<file path="config.mk">
export PLATFORM = sky130hd
export DESIGN_NAME = dctg_guard
export DESIGN_NICKNAME = d
export VERILOG_FILES = /design/src/rtl/dctg_pkg.sv /design/src/rtl/dctg_guard.sv /design/src/rtl/dctg_timer.sv
export SDC_FILE = /design/constraint.sdc
export NUM_CORES = 2
export LEC_CHECK = 0
export BUFFER_PORTS_ARGS = -buffer_cell sky130_fd_sc_hd__buf_4
export CELL_PAD_IN_SITES_DETAIL_PLACEMENT = 0
export CELL_PAD_IN_SITES_GLOBAL_PLACEMENT = 2
export CORE_MARGIN = 8
export CORE_UTILIZATION = 36
export CTS_CLUSTER_DIAMETER = 100
export DETAILED_ROUTE_END_ITERATION = 10
export PLACE_DENSITY = 0.87
export SYNTH_ARGS = -nofsm -noshare
export SYNTH_HDL_FRONTEND = slang
export SYNTH_SLANG_ARGS = --single-unit
export TNS_END_PERCENT = 20
</file>
<file path="constraint.sdc">
create_clock -name clk -period 3.8 [get_ports clk]
set_input_delay 0.76 -clock clk [delete_from_list [all_inputs] [get_ports clk]]
set_output_delay 0.76 -clock clk [all_outputs]
set_load 0.02 [all_outputs]
</file>
<file path="src/rtl/dctg_pkg.sv">
// Constants and types for the DRAM command timing guard
package dctg_pkg;

  // ==========================================================
  // Geometry
  localparam int unsigned DCTG_NGRADE = 4;
  localparam int unsigned DCTG_NBANK  = 8;
  localparam int unsigned DCTG_BANK_W = 3;
  localparam int unsigned DCTG_TMR_W  = 17;

  // ==========================================================
  // Cycle tables, one entry per speed grade, fastest first
  typedef int unsigned dctg_tbl_type [DCTG_NGRADE];
  localparam dctg_tbl_type DCTG_RFC_TBL  = '{52, 45, 45, 39};
  localparam dctg_tbl_type DCTG_RCDR_TBL = '{14, 12, 12, 10};
  localparam dctg_tbl_type DCTG_RCDW_TBL = '{10, 8, 8, 6};
  localparam dctg_tbl_type DCTG_RRD_TBL  = '{10, 8, 8, 8};
  localparam dctg_tbl_type DCTG_WR_TBL   = '{13, 11, 11, 10};
  localparam dctg_tbl_type DCTG_CDLR_TBL = '{7, 6, 6, 5};
  localparam dctg_tbl_type DCTG_MRD_TBL  = '{9, 7, 7, 6};
  localparam dctg_tbl_type DCTG_DAL_TBL  = '{25, 21, 21, 19};
  localparam dctg_tbl_type DCTG_RAS_TBL  = '{29, 25, 25, 22};
  localparam dctg_tbl_type DCTG_RC_TBL   = '{41, 35, 35, 31};
  localparam dctg_tbl_type DCTG_RP_TBL   = '{12, 10, 10, 9};

  // ==========================================================
  // Grade independent figures
  localparam int unsigned DCTG_FAW_CYC      = 40;
  localparam int unsigned DCTG_FAW_ACTS     = 4;
  localparam int unsigned DCTG_XSR_CYC      = 20000;
  localparam int unsigned DCTG_XSNR_CYC     = 100;
  localparam int unsigned DCTG_RAS_MAX_CYC  = 100000;
  localparam int unsigned DCTG_CLK_PS       = 5000;
  localparam int unsigned DCTG_RRD_ALT_PS   = 12000;
  localparam int unsigned DCTG_REF_INT_NS   = 3900;
  localparam int unsigned DCTG_PS_PER_NS    = 1000;
  // Least time: round up
  localparam int unsigned DCTG_RRD_ALT_CYC  =
    (DCTG_RRD_ALT_PS + DCTG_CLK_PS - 1) / DCTG_CLK_PS;
  // Longest time: round down
  localparam int unsigned DCTG_REF_CYC      =
    (DCTG_REF_INT_NS * DCTG_PS_PER_NS) / DCTG_CLK_PS;

  // ==========================================================
  // Per-bank timer kinds
  localparam int unsigned K_RCDR   = 0;
  localparam int unsigned K_RCDW   = 1;
  localparam int unsigned K_RASMIN = 2;
  localparam int unsigned K_RC     = 3;
  localparam int unsigned K_RP     = 4;
  localparam int unsigned K_WRPRE  = 5;
  localparam int unsigned K_DAL    = 6;
  localparam int unsigned K_RASMAX = 7;
  localparam int unsigned DCTG_NKIND = 8;

  // Global timer kinds
  localparam int unsigned G_RRD    = 0;
  localparam int unsigned G_RFC    = 1;
  localparam int unsigned G_CDLR   = 2;
  localparam int unsigned G_MRD    = 3;
  localparam int unsigned G_XSR    = 4;
  localparam int unsigned G_XSNR   = 5;
  localparam int unsigned DCTG_NGLOB = 6;

  // ==========================================================
  // Types
  typedef enum logic [3:0] {
    CMD_NOP, CMD_ACT, CMD_RD, CMD_WR, CMD_PRE,
    CMD_REF, CMD_MRS, CMD_SRE, CMD_SRX
  } dctg_cmd_type;

  typedef enum logic {ST_RUN, ST_SELFREF} dctg_state_type;

  typedef struct packed {
    dctg_cmd_type           cmd;
    logic [DCTG_BANK_W-1:0] bank;
  } dctg_req_type;

  typedef struct packed {
    logic                   valid;
    logic [DCTG_BANK_W-1:0] bank;
    logic                   autopre;
  } dctg_wrdone_type;

endpackage

</file>
<file path="src/rtl/dctg_guard.sv">
// Command gate that keeps DRAM command spacing within the timing limits
`timescale 1ns/10ps
`default_nettype none
module dctg_guard
  import dctg_pkg::*;
#(
  parameter int unsigned GRADE       = 0,
  parameter int unsigned USE_RRD_ALT = 0,
  parameter int unsigned NBANK       = DCTG_NBANK,
  parameter int unsigned XSR_CYC     = DCTG_XSR_CYC,
  parameter int unsigned RAS_MAX_CYC = DCTG_RAS_MAX_CYC
) (
  // Clock and reset
  input  wire logic             clk,
  input  wire logic             rst_n,
  // Command requests
  input  wire logic             req_valid,
  input  wire dctg_req_type     req,
  output var  logic             req_ack,
  // Write data completion
  input  wire dctg_wrdone_type  wr_last,
  // Command to the DRAM
  output var  dctg_req_type     dram_cmd,
  // Status
  output var  logic             refresh_due,
  output var  logic [NBANK-1:0] row_overdue,
  output var  logic             self_refresh
);

  localparam int unsigned TW = DCTG_TMR_W;
  localparam int unsigned RRD_MAX =
    (DCTG_RRD_ALT_CYC > DCTG_RRD_TBL[GRADE]) ?
    DCTG_RRD_ALT_CYC : DCTG_RRD_TBL[GRADE];
  localparam int unsigned N_RRD =
    (USE_RRD_ALT != 0) ? RRD_MAX : DCTG_RRD_TBL[GRADE];
  localparam int unsigned N_RFC  = DCTG_RFC_TBL[GRADE];
  localparam int unsigned N_RCDR = DCTG_RCDR_TBL[GRADE];
  localparam int unsigned N_RCDW = DCTG_RCDW_TBL[GRADE];
  localparam int unsigned N_CDLR = DCTG_CDLR_TBL[GRADE];
  localparam int unsigned N_MRD  = DCTG_MRD_TBL[GRADE];
  localparam int unsigned N_RAS  = DCTG_RAS_TBL[GRADE];

  // ==========================================================
  // Timer reload values, one less than the spacing
  logic [TW-1:0] bval [DCTG_NKIND];
  logic [TW-1:0] gval [DCTG_NGLOB];

  assign bval[K_RCDR]   = TW'(N_RCDR - 1);
  assign bval[K_RCDW]   = TW'(N_RCDW - 1);
  assign bval[K_RASMIN] = TW'(N_RAS - 1);
  assign bval[K_RC]     = TW'(DCTG_RC_TBL[GRADE] - 1);
  assign bval[K_RP]     = TW'(DCTG_RP_TBL[GRADE] - 1);
  assign bval[K_WRPRE]  = TW'(DCTG_WR_TBL[GRADE] - 1);
  assign bval[K_DAL]    = TW'(DCTG_DAL_TBL[GRADE] - 1);
  assign bval[K_RASMAX] = TW'(RAS_MAX_CYC - 1);
  assign gval[G_RRD]    = TW'(N_RRD - 1);
  assign gval[G_RFC]    = TW'(N_RFC - 1);
  assign gval[G_CDLR]   = TW'(N_CDLR - 1);
  assign gval[G_MRD]    = TW'(N_MRD - 1);
  assign gval[G_XSR]    = TW'(XSR_CYC - 1);
  assign gval[G_XSNR]   = TW'(DCTG_XSNR_CYC - 1);

  // ==========================================================
  // State
  dctg_state_type   state_r;
  dctg_state_type   state_nxt;
  logic [NBANK-1:0] open_r;
  logic [NBANK-1:0] open_nxt;
  logic [1:0]       faw_ptr_r;
  logic             ack_r;
  dctg_req_type     cmd_r;
  dctg_req_type     cmd_nxt;
  logic             due_r;
  logic             due_nxt;
  logic [NBANK-1:0] overdue_r;
  logic             selfref_r;

  logic [NBANK-1:0] bload [DCTG_NKIND];
  logic [NBANK-1:0] bzero [DCTG_NKIND];
  logic             gload [DCTG_NGLOB];
  logic             gzero [DCTG_NGLOB];
  logic             faw_load [DCTG_FAW_ACTS];
  logic             faw_zero [DCTG_FAW_ACTS];
  logic             ref_zero;

  // ==========================================================
  // Request decode
  wire logic [DCTG_BANK_W-1:0] rb = req.bank;
  wire logic is_act = (req.cmd == CMD_ACT);
  wire logic is_rd  = (req.cmd == CMD_RD);
  wire logic is_wr  = (req.cmd == CMD_WR);
  wire logic is_pre = (req.cmd == CMD_PRE);
  wire logic is_ref = (req.cmd == CMD_REF);
  wire logic is_mrs = (req.cmd == CMD_MRS);
  wire logic is_sre = (req.cmd == CMD_SRE);
  wire logic is_srx = (req.cmd == CMD_SRX);
  wire logic in_run = (state_r == ST_RUN);
  wire logic all_closed = (open_r == '0);
  wire logic bank_open  = open_r[rb];
  wire logic [NBANK-1:0] req_oh = NBANK'(1) << rb;
  wire logic [NBANK-1:0] wl_oh  =
    wr_last.valid ? (NBANK'(1) << wr_last.bank) : '0;

  // The window check is dropped only in the wider spacing mode
  wire logic faw_ok = (USE_RRD_ALT != 0) || faw_zero[faw_ptr_r];

  wire logic act_ok = !bank_open && bzero[K_RC][rb] &&
                      bzero[K_RP][rb] &&
                      bzero[K_DAL][rb] &&
                      gzero[G_RRD] && faw_ok &&
                      gzero[G_RFC];
  wire logic rd_ok  = bank_open && bzero[K_RCDR][rb] &&
                      gzero[G_CDLR] &&
                      gzero[G_XSR];
  wire logic wr_ok  = bank_open && bzero[K_RCDW][rb];
  wire logic pre_ok = bank_open && bzero[K_RASMIN][rb] &&
                      bzero[K_WRPRE][rb];
  wire logic ref_ok = all_closed && gzero[G_RFC] &&
                      (&bzero[K_RP]);
  wire logic idle_ok = all_closed && gzero[G_RFC];

  // Every command but self refresh exit waits mode recovery; non-reads wait the short exit
  wire logic run_ok = gzero[G_MRD] &&
                      (is_rd || gzero[G_XSNR]);

  wire logic cmd_ok =
    !in_run ? is_srx :
    run_ok && ((is_act && act_ok) || (is_rd && rd_ok) ||
               (is_wr && wr_ok)   || (is_pre && pre_ok) ||
               (is_ref && ref_ok) || (is_mrs && all_closed) ||
               (is_sre && idle_ok) || (req.cmd == CMD_NOP));

  // No acceptance in the ack cycle, so a held request issues once
  wire logic acc = req_valid && !ack_r && cmd_ok;

  wire logic [NBANK-1:0] act_oh = (acc && is_act) ? req_oh : '0;
  wire logic [NBANK-1:0] pre_oh = (acc && is_pre) ? req_oh : '0;
  wire logic [NBANK-1:0] dal_oh = wr_last.autopre ? wl_oh : '0;

  // ==========================================================
  // Timer triggers
  assign bload[K_RCDR]   = act_oh;
  assign bload[K_RCDW]   = act_oh;
  assign bload[K_RASMIN] = act_oh;
  assign bload[K_RC]     = act_oh;
  assign bload[K_RASMAX] = act_oh;
  assign bload[K_RP]     = pre_oh;
  assign bload[K_WRPRE]  = wl_oh;
  assign bload[K_DAL]    = dal_oh;
  assign gload[G_RRD]    = acc && is_act;
  assign gload[G_RFC]    = acc && is_ref;
  assign gload[G_CDLR]   = wr_last.valid;
  assign gload[G_MRD]    = acc && is_mrs;
  assign gload[G_XSR]    = acc && is_srx;
  assign gload[G_XSNR]   = acc && is_srx;

  genvar gb, gk;
  generate
    for (gb = 0; gb < NBANK; gb++) begin : g_bank
      for (gk = 0; gk < DCTG_NKIND; gk++) begin : g_kind
        dctg_timer #(.W(TW)) u_tmr (
          .clk      (clk),
          .rst_n    (rst_n),
          .load     (bload[gk][gb]),
          .load_val (bval[gk]),
          .expired  (bzero[gk][gb])
        );
      end
    end
    for (gk = 0; gk < DCTG_NGLOB; gk++) begin : g_glob
      dctg_timer #(.W(TW)) u_tmr (
        .clk      (clk),
        .rst_n    (rst_n),
        .load     (gload[gk]),
        .load_val (gval[gk]),
        .expired  (gzero[gk])
      );
    end
    // Each slot remembers one of the last four activates
    for (gk = 0; gk < DCTG_FAW_ACTS; gk++) begin : g_faw
      assign faw_load[gk] = acc && is_act && (faw_ptr_r == 2'(gk));
      dctg_timer #(.W(TW)) u_tmr (
        .clk      (clk),
        .rst_n    (rst_n),
        .load     (faw_load[gk]),
        .load_val (TW'(DCTG_FAW_CYC - 1)),
        .expired  (faw_zero[gk])
      );
    end
  endgenerate

  // Free running so the refresh rate does not drift with issue delay
  dctg_timer #(.W(TW)) u_ref_tmr (
    .clk      (clk),
    .rst_n    (rst_n),
    .load     (ref_zero),
    .load_val (TW'(DCTG_REF_CYC - 1)),
    .expired  (ref_zero)
  );

  // ==========================================================
  // Next state
  assign open_nxt = (open_r | act_oh) & ~pre_oh & ~dal_oh;
  assign state_nxt = (acc && is_sre) ? ST_SELFREF :
                     (acc && is_srx) ? ST_RUN : state_r;
  assign cmd_nxt.cmd  = acc ? req.cmd : CMD_NOP;
  assign cmd_nxt.bank = acc ? req.bank : '0;
  // A new expiry wins over the refresh that clears the flag
  assign due_nxt = (ref_zero && in_run) ||
                   (due_r && !(acc && is_ref));

  always_ff @(posedge clk) begin
    if (!rst_n) begin
      state_r   <= ST_RUN;
      open_r    <= '0;
      faw_ptr_r <= '0;
      ack_r     <= 1'b0;
      cmd_r     <= '{cmd: CMD_NOP, bank: '0};
      due_r     <= 1'b0;
      overdue_r <= '0;
      selfref_r <= 1'b0;
    end else begin
      state_r   <= state_nxt;
      open_r    <= open_nxt;
      faw_ptr_r <= faw_ptr_r + 2'((acc && is_act) ? 1 : 0);
      ack_r     <= acc;
      cmd_r     <= cmd_nxt;
      due_r     <= due_nxt;
      overdue_r <= open_r & bzero[K_RASMAX];
      selfref_r <= (state_nxt == ST_SELFREF);
    end
  end

  assign req_ack      = ack_r;
  assign dram_cmd     = cmd_r;
  assign refresh_due  = due_r;
  assign row_overdue  = overdue_r;
  assign self_refresh = selfref_r;

  // ==========================================================
  // Checks: cycles since each event, saturating
  localparam int unsigned NEV = 5;
  localparam int unsigned E_ACT = 0;
  localparam int unsigned E_REF = 1;
  localparam int unsigned E_MRS = 2;
  localparam int unsigned E_SRX = 3;
  localparam int unsigned E_WL  = 4;
  logic [TW-1:0] since_r   [NEV];
  logic [TW-1:0] since_b_r [NBANK];
  logic          ev        [NEV];

  assign ev[E_ACT] = (cmd_r.cmd == CMD_ACT);
  assign ev[E_REF] = (cmd_r.cmd == CMD_REF);
  assign ev[E_MRS] = (cmd_r.cmd == CMD_MRS);
  assign ev[E_SRX] = (cmd_r.cmd == CMD_SRX);
  assign ev[E_WL]  = wr_last.valid;

  generate
    for (gk = 0; gk < NEV; gk++) begin : g_since
      always_ff @(posedge clk) begin
        if (!rst_n) begin
          since_r[gk] <= '1;
        end else if (ev[gk]) begin
          since_r[gk] <= TW'(1);
        end else if (since_r[gk] != '1) begin
          since_r[gk] <= since_r[gk] + TW'(1);
        end
      end
    end
    for (gb = 0; gb < NBANK; gb++) begin : g_since_b
      always_ff @(posedge clk) begin
        if (!rst_n) begin
          since_b_r[gb] <= '1;
        end else if (ev[E_ACT] && cmd_r.bank == DCTG_BANK_W'(gb)) begin
          since_b_r[gb] <= TW'(1);
        end else if (since_b_r[gb] != '1) begin
          since_b_r[gb] <= since_b_r[gb] + TW'(1);
        end
      end
    end
  endgenerate

  wire logic o_act = (cmd_r.cmd == CMD_ACT);
  wire logic o_rd  = (cmd_r.cmd == CMD_RD);
  wire logic o_any = (cmd_r.cmd != CMD_NOP);
endmodule
`default_nettype wire

</file>
<file path="src/rtl/dctg_timer.sv">
// Loadable down counter that flags when its wait has run out
`timescale 1ns/10ps
`default_nettype none
module dctg_timer
  import dctg_pkg::*;
#(
  parameter int unsigned W = DCTG_TMR_W
) (
  // Clock and reset
  input  wire logic         clk,
  input  wire logic         rst_n,
  // Control
  input  wire logic         load,
  input  wire logic [W-1:0] load_val,
  // Status
  output logic              expired
);

  logic [W-1:0] cnt_r;
  logic [W-1:0] cnt_nxt;

  // Holds at zero once run out
  assign cnt_nxt = load ? load_val :
                   (cnt_r == '0) ? cnt_r : cnt_r - W'(1);
  assign expired = (cnt_r == '0);

  always_ff @(posedge clk) begin
    if (!rst_n) begin
      cnt_r <= '0;
    end else begin
      cnt_r <= cnt_nxt;
    end
  end

endmodule
`default_nettype wire

</file>
## After elaboration in Yosys (flattened, before gate mapping)

Index checks and enable logic that the tools add are counted.
Widths: inputs -> output; s select.

- Output and inout port bits: 18
- Input port bits: 15
- Register bits after elaboration: 1303
- Logic and storage cells: 680

- Multiplexer cells: 176
- Shifts and indexed selects: 2
- Equality and inequality tests: 85
- Bitwise operators: 9
- $lt $le $gt $ge: 2
- Reduce and logical (&&, ||, !) cells: 172
- Add/subtract/negate cells: 76

Operators with widths:

| kind | count |
|---|---|
| $logic_not 17->1 | 75 |
| $sub 17x1->17 const B | 75 |
| $mux 17 | 16 |
| $mux 4 | 68 |
| $mux 5 | 32 |
| $mux 6 | 26 |
| $ne 2x2->1 const B | 66 |
| $reduce_or 2->1 | 42 |
| $logic_and 1x1->1 | 37 |
| $mux 8 | 4 |
| $mux 15 | 2 |
| $and 8x8->8 | 3 |
| $bmux 1 s3 | 8 |
| $eq 4x3->1 const B | 4 |
| $ne 2x1->1 const B | 8 |
| $not 8->8 | 2 |
| $shl 1x3->8 const A | 2 |
| $mux 1 | 14 |
| $mux 7 | 2 |
| $mux 10 | 1 |
| $logic_or 1x1->1 | 9 |
| $eq 4x2->1 const B | 2 |
| $logic_not 8->1 | 1 |
| $or 8x8->8 | 1 |
| 17 further kinds | 22 |

## Longest topological paths before layout

- Depth in word-level cells: 25
- Gate-level depth with buffers: 16
- Gate-level depth less buffers: 13

## Hierarchy

From an unflattened synthesis, not the netlist that was laid out.

- Cell total of the unflattened synthesis: 8644
- Area total of the unflattened synthesis: 74959.4 um2

Modules (own cells, without submodules):

| module | area an instance (um2) | seq. area each (um2) | instances | cells each |
|---|---|---|---|---|
| dctg_timer (g_bank[0].g_kind[0].u_tmr ...) | 974.7 | 340.3 | 44 | 105 |
| dctg_timer (g_bank[5].g_kind[4].u_tmr ...) | 965.9 | 340.3 | 31 | 121 |
| dctg_guard | 2129.5 | 560.5 | 1 | 273 |

## Worst setup path before layout

No wires, ideal clock.

- Kind: in2reg
- Start: in req[1] in the netlist's numbering
- End: reg faw_ptr_r[0]
- Data required time: 3.685 ns
- Data arrival time: 3.586 ns
- Cell stages on the path: 12
- Setup time: 0.115 ns
- Path buffers: 3
- Setup slack: 0.100 ns
- Cell sequence: clkbuf_1 mux4_2 mux2i_1 nand4b_1 or4_1 o2111ai_1 nor3b_1 buf_2 clkbuf_1 nor2_1 ha_1 and2_1

- Word-level cells in the longest chain between the ends: 23
- Elaborated cells on any way between the ends: 46
- Classes of those cells: 1 x add/sub; 18 x mux; 27 x reduce/logical

RTL lines:

| what | line | text |
|---|---|---|
| from (decl) | dctg_guard.sv:18 | `input wire dctg_req_type req,` |
| $bmux 1 s3 | dctg_guard.sv:99 | `wire logic bank_open = open_r[rb];` |
| $mux 1 (not written as such) | dctg_guard.sv:99 |  |
| $logic_not 1->1 | dctg_guard.sv:107 | `wire logic act_ok = !bank_open && bzero[K_RC][rb] &&` |
| $logic_and 1x1->1 (2 in a row) | dctg_guard.sv:107 |  |
| $logic_and 1x1->1 | dctg_guard.sv:108 | `bzero[K_RP][rb] &&` |
| $logic_and 1x1->1 | dctg_guard.sv:109 | `bzero[K_DAL][rb] &&` |
| $logic_and 1x1->1 (2 in a row) | dctg_guard.sv:110 | `gzero[G_RRD] && faw_ok &&` |
| $logic_and 1x1->1 | dctg_guard.sv:128 | `run_ok && ((is_act && act_ok) \|\| (is_rd && rd_ok) \|\|` |
| [4 not listed] | -- |  |
| $logic_or 1x1->1 (*) (2 in a row) | dctg_guard.sv:130 | `(is_ref && ref_ok) \|\| (is_mrs && all_closed) \|\|` |
| $logic_or 1x1->1 (*) | dctg_guard.sv:131 | `(is_sre && idle_ok) \|\| (req.cmd == CMD_NOP));` |
| $logic_and 1x1->1 (*) | dctg_guard.sv:128 |  |
| $mux 1 (*) | dctg_guard.sv:127 | `!in_run ? is_srx :` |
| $logic_and 1x1->1 (*) | dctg_guard.sv:134 | `wire logic acc = req_valid && !ack_r && cmd_ok;` |
| $logic_and 1x1->1 (*) | dctg_guard.sv:225 | `faw_ptr_r <= faw_ptr_r + 2'((acc && is_act) ? 1 : 0);` |
| $mux 1 (*) | dctg_guard.sv:225 |  |
| $add 2x1->2 (*) | dctg_guard.sv:225 |  |
| to (signal assigned) | dctg_guard.sv:225 |  |
| to (decl) | dctg_guard.sv:69 | `logic [1:0] faw_ptr_r;` |

Every way passes the cells marked *; elsewhere a longest branch is shown, timed or not. The select of a mux whose other input is x is not followed.
A chain may end at the register's enable or synchronous reset.

## Final worst setup path

- Start: reg g_bank[5].g_kind[6].u_tmr.cnt_r[6]
- End: reg g_bank[0].g_kind[2].u_tmr.cnt_r[0]

- Word-level cells in the longest chain between the ends: 21

RTL lines:

| what | line | text |
|---|---|---|
| from (decl) | dctg_timer.sv:19 | `logic [W-1:0] cnt_r;` |
| from (signal assigned) | dctg_timer.sv:31 | `cnt_r <= cnt_nxt;` |
| $logic_not 17->1 | dctg_timer.sv:25 | `assign expired = (cnt_r == '0);` |
| $bmux 1 s3 | dctg_guard.sv:109 |  |
| $mux 1 (not written as such) | dctg_guard.sv:109 |  |
| $logic_and 1x1->1 | dctg_guard.sv:108 |  |
| $logic_and 1x1->1 | dctg_guard.sv:109 |  |
| $logic_and 1x1->1 (2 in a row) | dctg_guard.sv:110 |  |
| $logic_and 1x1->1 | dctg_guard.sv:128 |  |
| $logic_or 1x1->1 (2 in a row) | dctg_guard.sv:128 |  |
| $logic_or 1x1->1 (2 in a row) | dctg_guard.sv:129 | `(is_wr && wr_ok) \|\| (is_pre && pre_ok) \|\|` |
| $logic_or 1x1->1 (2 in a row) | dctg_guard.sv:130 |  |
| $logic_or 1x1->1 | dctg_guard.sv:131 |  |
| $logic_and 1x1->1 | dctg_guard.sv:128 |  |
| $mux 1 | dctg_guard.sv:127 |  |
| $logic_and 1x1->1 | dctg_guard.sv:134 |  |
| $logic_and 1x1->1 | dctg_guard.sv:136 | `wire logic [NBANK-1:0] act_oh = (acc && is_act) ? req_oh : '0;` |
| $mux 8 | dctg_guard.sv:136 |  |
| $reduce_or 2->1 (no source line) | -- |  |
| to (signal assigned) | dctg_timer.sv:31 |  |
| to (decl) | dctg_timer.sv:19 |  |

No other way between the ends. The select of a mux whose other input is x is not followed.

==> results.txt <==
The static leakage came out at 0.0260 uW. For the maximum clock skew at final layout, the log shows 0.0369 ns. Among all flip-flop cells after synthesis, the most frequent one is sky130_fd_sc_hd__dfxtp_1. Using the TritonRoute via totals, the vias-per-cell ratio works out to 4.93. Based on the critical path, the design can be clocked at up to 0.267 GHz.

The clock buffer count from CTS came out at 144. The tools report the overall global routing resource usage as 14.1%. The clock-pin slew on the worst setup and hold paths was 0.06 ns. The share of the clock period used by the worst path works out to 98.7%. The average instance in the mapped netlist occupies 8.61 um^2.

The die is 416 um tall. The class of the most critical hold timing path was in -> reg. The share of the yosys chip area belonging to registers was 45.3%. The final-report hold violation count was 0.

The total power came out at 69500 uW. By count the netlist is led by 1303 x sky130_fd_sc_hd__dfxtp_1, 1274 x sky130_fd_sc_hd__nor2_1, 599 x sky130_fd_sc_hd__xnor2_1. In this run the deepest clock path goes through 3 buffers. For this design the top-level I/O count stands at 33.

The run gives 3 as the number of antenna violations at the first check in global routing. The startpoint identified for the worst hold timing path is req[5]. The post-route netlist has 9.16% of its cells at a drive strength greater than 1. Worst setup path category: reg -> reg. The detailed-routing iteration count for the pre-antenna-repair pass came out at 5. The element type at the critical path start is a register. At the end of routability-driven placement, the weighted congestion stood at 0.795. The total detailed-routing wirelength was 127000 um; the combined area of all synthesized cells was 57600 um^2. The floorplan step set the die width to 416 um.

The tools report the final core utilization as 42.2%. Yosys attributes the largest share of cell area to sky130_fd_sc_hd__dfxtp_1 45%, sky130_fd_sc_hd__xnor2_1 9.1%, sky130_fd_sc_hd__nor2_1 8.3%, sky130_fd_sc_hd__xor2_1 5.1%, sky130_fd_sc_hd__nor4_1 3.2%. The tree is rooted in a sky130_fd_sc_hd__clkbuf_16. The dominant cell by count in the synthesized netlist is sky130_fd_sc_hd__dfxtp_1. HPWL reported at the end of detailed placement: 84800 um.

Number of enable-type register cells in the synthesized netlist: 0. The logs give 0 for the remaining global-route overflow and 7027 for the final layout net count. The fraction of synthesis flops using an asynchronous set or reset pin works out to 0%. Power spread over the standard cell area amounts to 1040 nW/um^2.

The count of yosys warnings during synthesis is 0, and the arrival time at the worst endpoint is 4.40 ns. Clock latency on the worst-skew pair: 0.77 ns. The critical path starts at g_bank[5].g_kind[6].u_tmr.cnt_r[6]. The total number of clock tree sinks was 1303. Setup repair after global routing could not meet its margin everywhere.

The mean routed wirelength per cell came out at 14.0 um. From synthesis to final layout, the design area changed by 16.3%. Yosys mapped the design onto 71 distinct sky130hd cell types. In this run the critical register-to-register path is launched from g_bank[5].g_kind[6].u_tmr.cnt_r[6].

STA classifies the critical path endpoint as a register. The layout filler cell count is 15900, and the via count of the first global-routing pass is 42900. The flow ran to the end, and the final reports show no timing, DRC or antenna violations. Setup violations remaining at the end of the flow were counted as 0.

Setup total negative slack on the finished layout was measured at 0 ns. The die area was 173000 um^2. Once the floorplan was initialized, standard cells occupied 36.3% of the core. The headroom to the max-slew limit was 38.0%.

The number of max-cap violations came out at 0. In this run the remaining antenna-violating nets after routing total 0. The count of routing violations after the opening detailed-route iteration is 2183, and the final number of max-transition violations is 0.

For this run, design rule violations remaining after detail routing come to 0. VDD sags by at most 0.527 mV. The floorplan step defined a core boundary enclosing 159000 um^2. The register bit count reported by yosys is 1303. The minimum setup slack in the final design was 0.0488 ns; the post-placement setup slack was -0.271 ns. The largest total area in the synthesized netlist belongs to sky130_fd_sc_hd__dfxtp_1. Data required time of the critical path: 4.45 ns. The run gives 44800 as the total via count after detailed routing. The number of placement rows was 146; the global-route wire length before repair was 211000 um. The worst path needs 3.75 ns of the cycle, external delays included. For the number of H-tree branching levels, the log shows 4. The number of nets handed over by synthesis was 6808.

The transition at the pin with the smallest max-transition slack is 0.921 ns. The share of Yosys cell area claimed by the top area cell type was 45.3%. TritonCTS built the clock tree. The maximum fanout along the worst path was 26; the post-synthesis instance total was 6684. Input and output buffers added on the ports amount to 32. For the maximum number of pins on one net before global-route repair, the log shows 112.
[final timing paths]
kind	depth (start not counted)	slack, ns	end
max	13	0.05	g_bank[0].g_kind[2].u_tmr.cnt_r[0]
min	3	0.26	dram_cmd[5]
max reg2reg	13	0.05	g_bank[0].g_kind[2].u_tmr.cnt_r[0]
min reg2reg	2	0.43	g_bank[5].g_kind[2].u_tmr.cnt_r[16]
[cells in the final DEF (no fill, tap or decap), types with 15 or more instances in the layout]
master,n
sky130_fd_sc_hd__dfxtp_1,1301
sky130_fd_sc_hd__nor2_1,1270
sky130_fd_sc_hd__xnor2_1,599
sky130_fd_sc_hd__nand2_1,483
sky130_fd_sc_hd__xor2_1,335
sky130_fd_sc_hd__nor3_1,301
sky130_fd_sc_hd__nor4_1,291
sky130_fd_sc_hd__o21ai_0,267
sky130_fd_sc_hd__buf_4,235
sky130_fd_sc_hd__a21oi_1,207
sky130_fd_sc_hd__inv_1,200
sky130_fd_sc_hd__clkbuf_16,156
sky130_fd_sc_hd__or3_1,152
sky130_fd_sc_hd__or4_1,124
sky130_fd_sc_hd__nand3_1,117
sky130_fd_sc_hd__ha_1,109
sky130_fd_sc_hd__nand3b_1,72
sky130_fd_sc_hd__nand4_1,62
sky130_fd_sc_hd__nand2b_1,56
sky130_fd_sc_hd__or2_2,48
sky130_fd_sc_hd__nor4b_1,42
sky130_fd_sc_hd__a211oi_1,42
sky130_fd_sc_hd__nor3b_1,40
sky130_fd_sc_hd__o31ai_1,33
sky130_fd_sc_hd__clkbuf_8,30
sky130_fd_sc_hd__nor2b_1,29
sky130_fd_sc_hd__clkinv_2,29
sky130_fd_sc_hd__and2_1,26
sky130_fd_sc_hd__and3_1,25
sky130_fd_sc_hd__buf_12,25
sky130_fd_sc_hd__nand4b_1,24
sky130_fd_sc_hd__clkbuf_1,24
sky130_fd_sc_hd__o41ai_1,19
sky130_fd_sc_hd__o22ai_1,16
sky130_fd_sc_hd__a31oi_1,15
sky130_fd_sc_hd__o31a_1,15
[final cells by class]
class | instances | area (um^2) | area share, %
Antenna cell | 2 | 5.00 | 0.00747
Clock inverter | 60 | 744 | 1.11
Tap cell | 2072 | 2590 | 3.87
Multi-Input combinational cell | 4971 | 29900 | 44.7
Timing Repair Buffer | 280 | 2660 | 3.98
Clock buffer | 201 | 4180 | 6.25
Sequential cell | 1303 | 26100 | 39.0
Inverter | 203 | 769 | 1.15
[critical path, cell delays in order (launching register included)]
cell	delay, ns
sky130_fd_sc_hd__dfxtp_2	0.32
sky130_fd_sc_hd__or4_4	0.51
sky130_fd_sc_hd__or3_4	0.36
sky130_fd_sc_hd__or4_4	0.46
sky130_fd_sc_hd__or4_4	0.45
sky130_fd_sc_hd__a31oi_4	0.20
sky130_fd_sc_hd__buf_6	0.12
sky130_fd_sc_hd__a32o_2	0.20
sky130_fd_sc_hd__nor3b_4	0.09
sky130_fd_sc_hd__buf_12	0.20
sky130_fd_sc_hd__o31ai_4	0.27
sky130_fd_sc_hd__buf_12	0.16
sky130_fd_sc_hd__clkbuf_16	0.20
sky130_fd_sc_hd__nor2_1	0.06
[stage by stage]
step	instances	hold slack, ns	area [um^2]
after floorplan	6684	0.405	57600
after global placement	8807	0.415	61500
after detailed placement	8807	0.419	61500
after CTS	9071	0.197	66500
after global routing	9091	0.244	67000
final	9092	0.262	67000
[metal layers]
| layer | global-route usage, % | wire length (um) |
|---|---|---|
| met1 | 18.7 | 63000 |
| met2 | 23.6 | 57800 |
| met3 | 2.32 | 3740 |
| met4 | 4.02 | 2920 |
| met5 | 0 | 0 |
[cell families after synthesis]
logic type	Yosys count	share of synthesized area (%)
xor gates and xnor gates	934	14.2
and+or+nand+nor	3215	27.5
DFF	1303	45.3
AOI/OAI and AO/OA	689	7.29
buffers and inverters	410	2.85
adders and majority gates	109	2.37
muxes	24	0.489
[report_power, final]
group / internal, uW / leakage, uW / total (uW) / switching (uW)
Combinational: 14800 / 0.0128 / 31500 / 16700
Clock: 8600 / 0.00243 / 14400 / 5760
Sequential: 19000 / 0.0107 / 23700 / 4620
[registers in the layout, summed over array words and instances (netlist names)]
| signal | cells |
|---|---|
| g_glob.u_tmr.cnt_r | 102 |
| g_faw.u_tmr.cnt_r | 68 |
| dram_cmd | 7 |
| g_bank.g_kind.u_tmr.cnt_r | 1088 |
| open_r | 8 |
| req_ack | 1 |
| u_ref_tmr.cnt_r | 17 |
| faw_ptr_r | 2 |
| row_overdue | 8 |
| refresh_due | 1 |
| self_refresh | 1 |
[timing repair]
action / 4_1_cts / 5_1_grt
hold buffers: 0 / 0
setup endpoints to repair: 469 / 737
gates resized for setup: 4 / 20
buffers inserted: 1 / 8
gates cloned: 2 / 11
pin swaps: 4 / 15
Power figures use the tool's default switching activity.
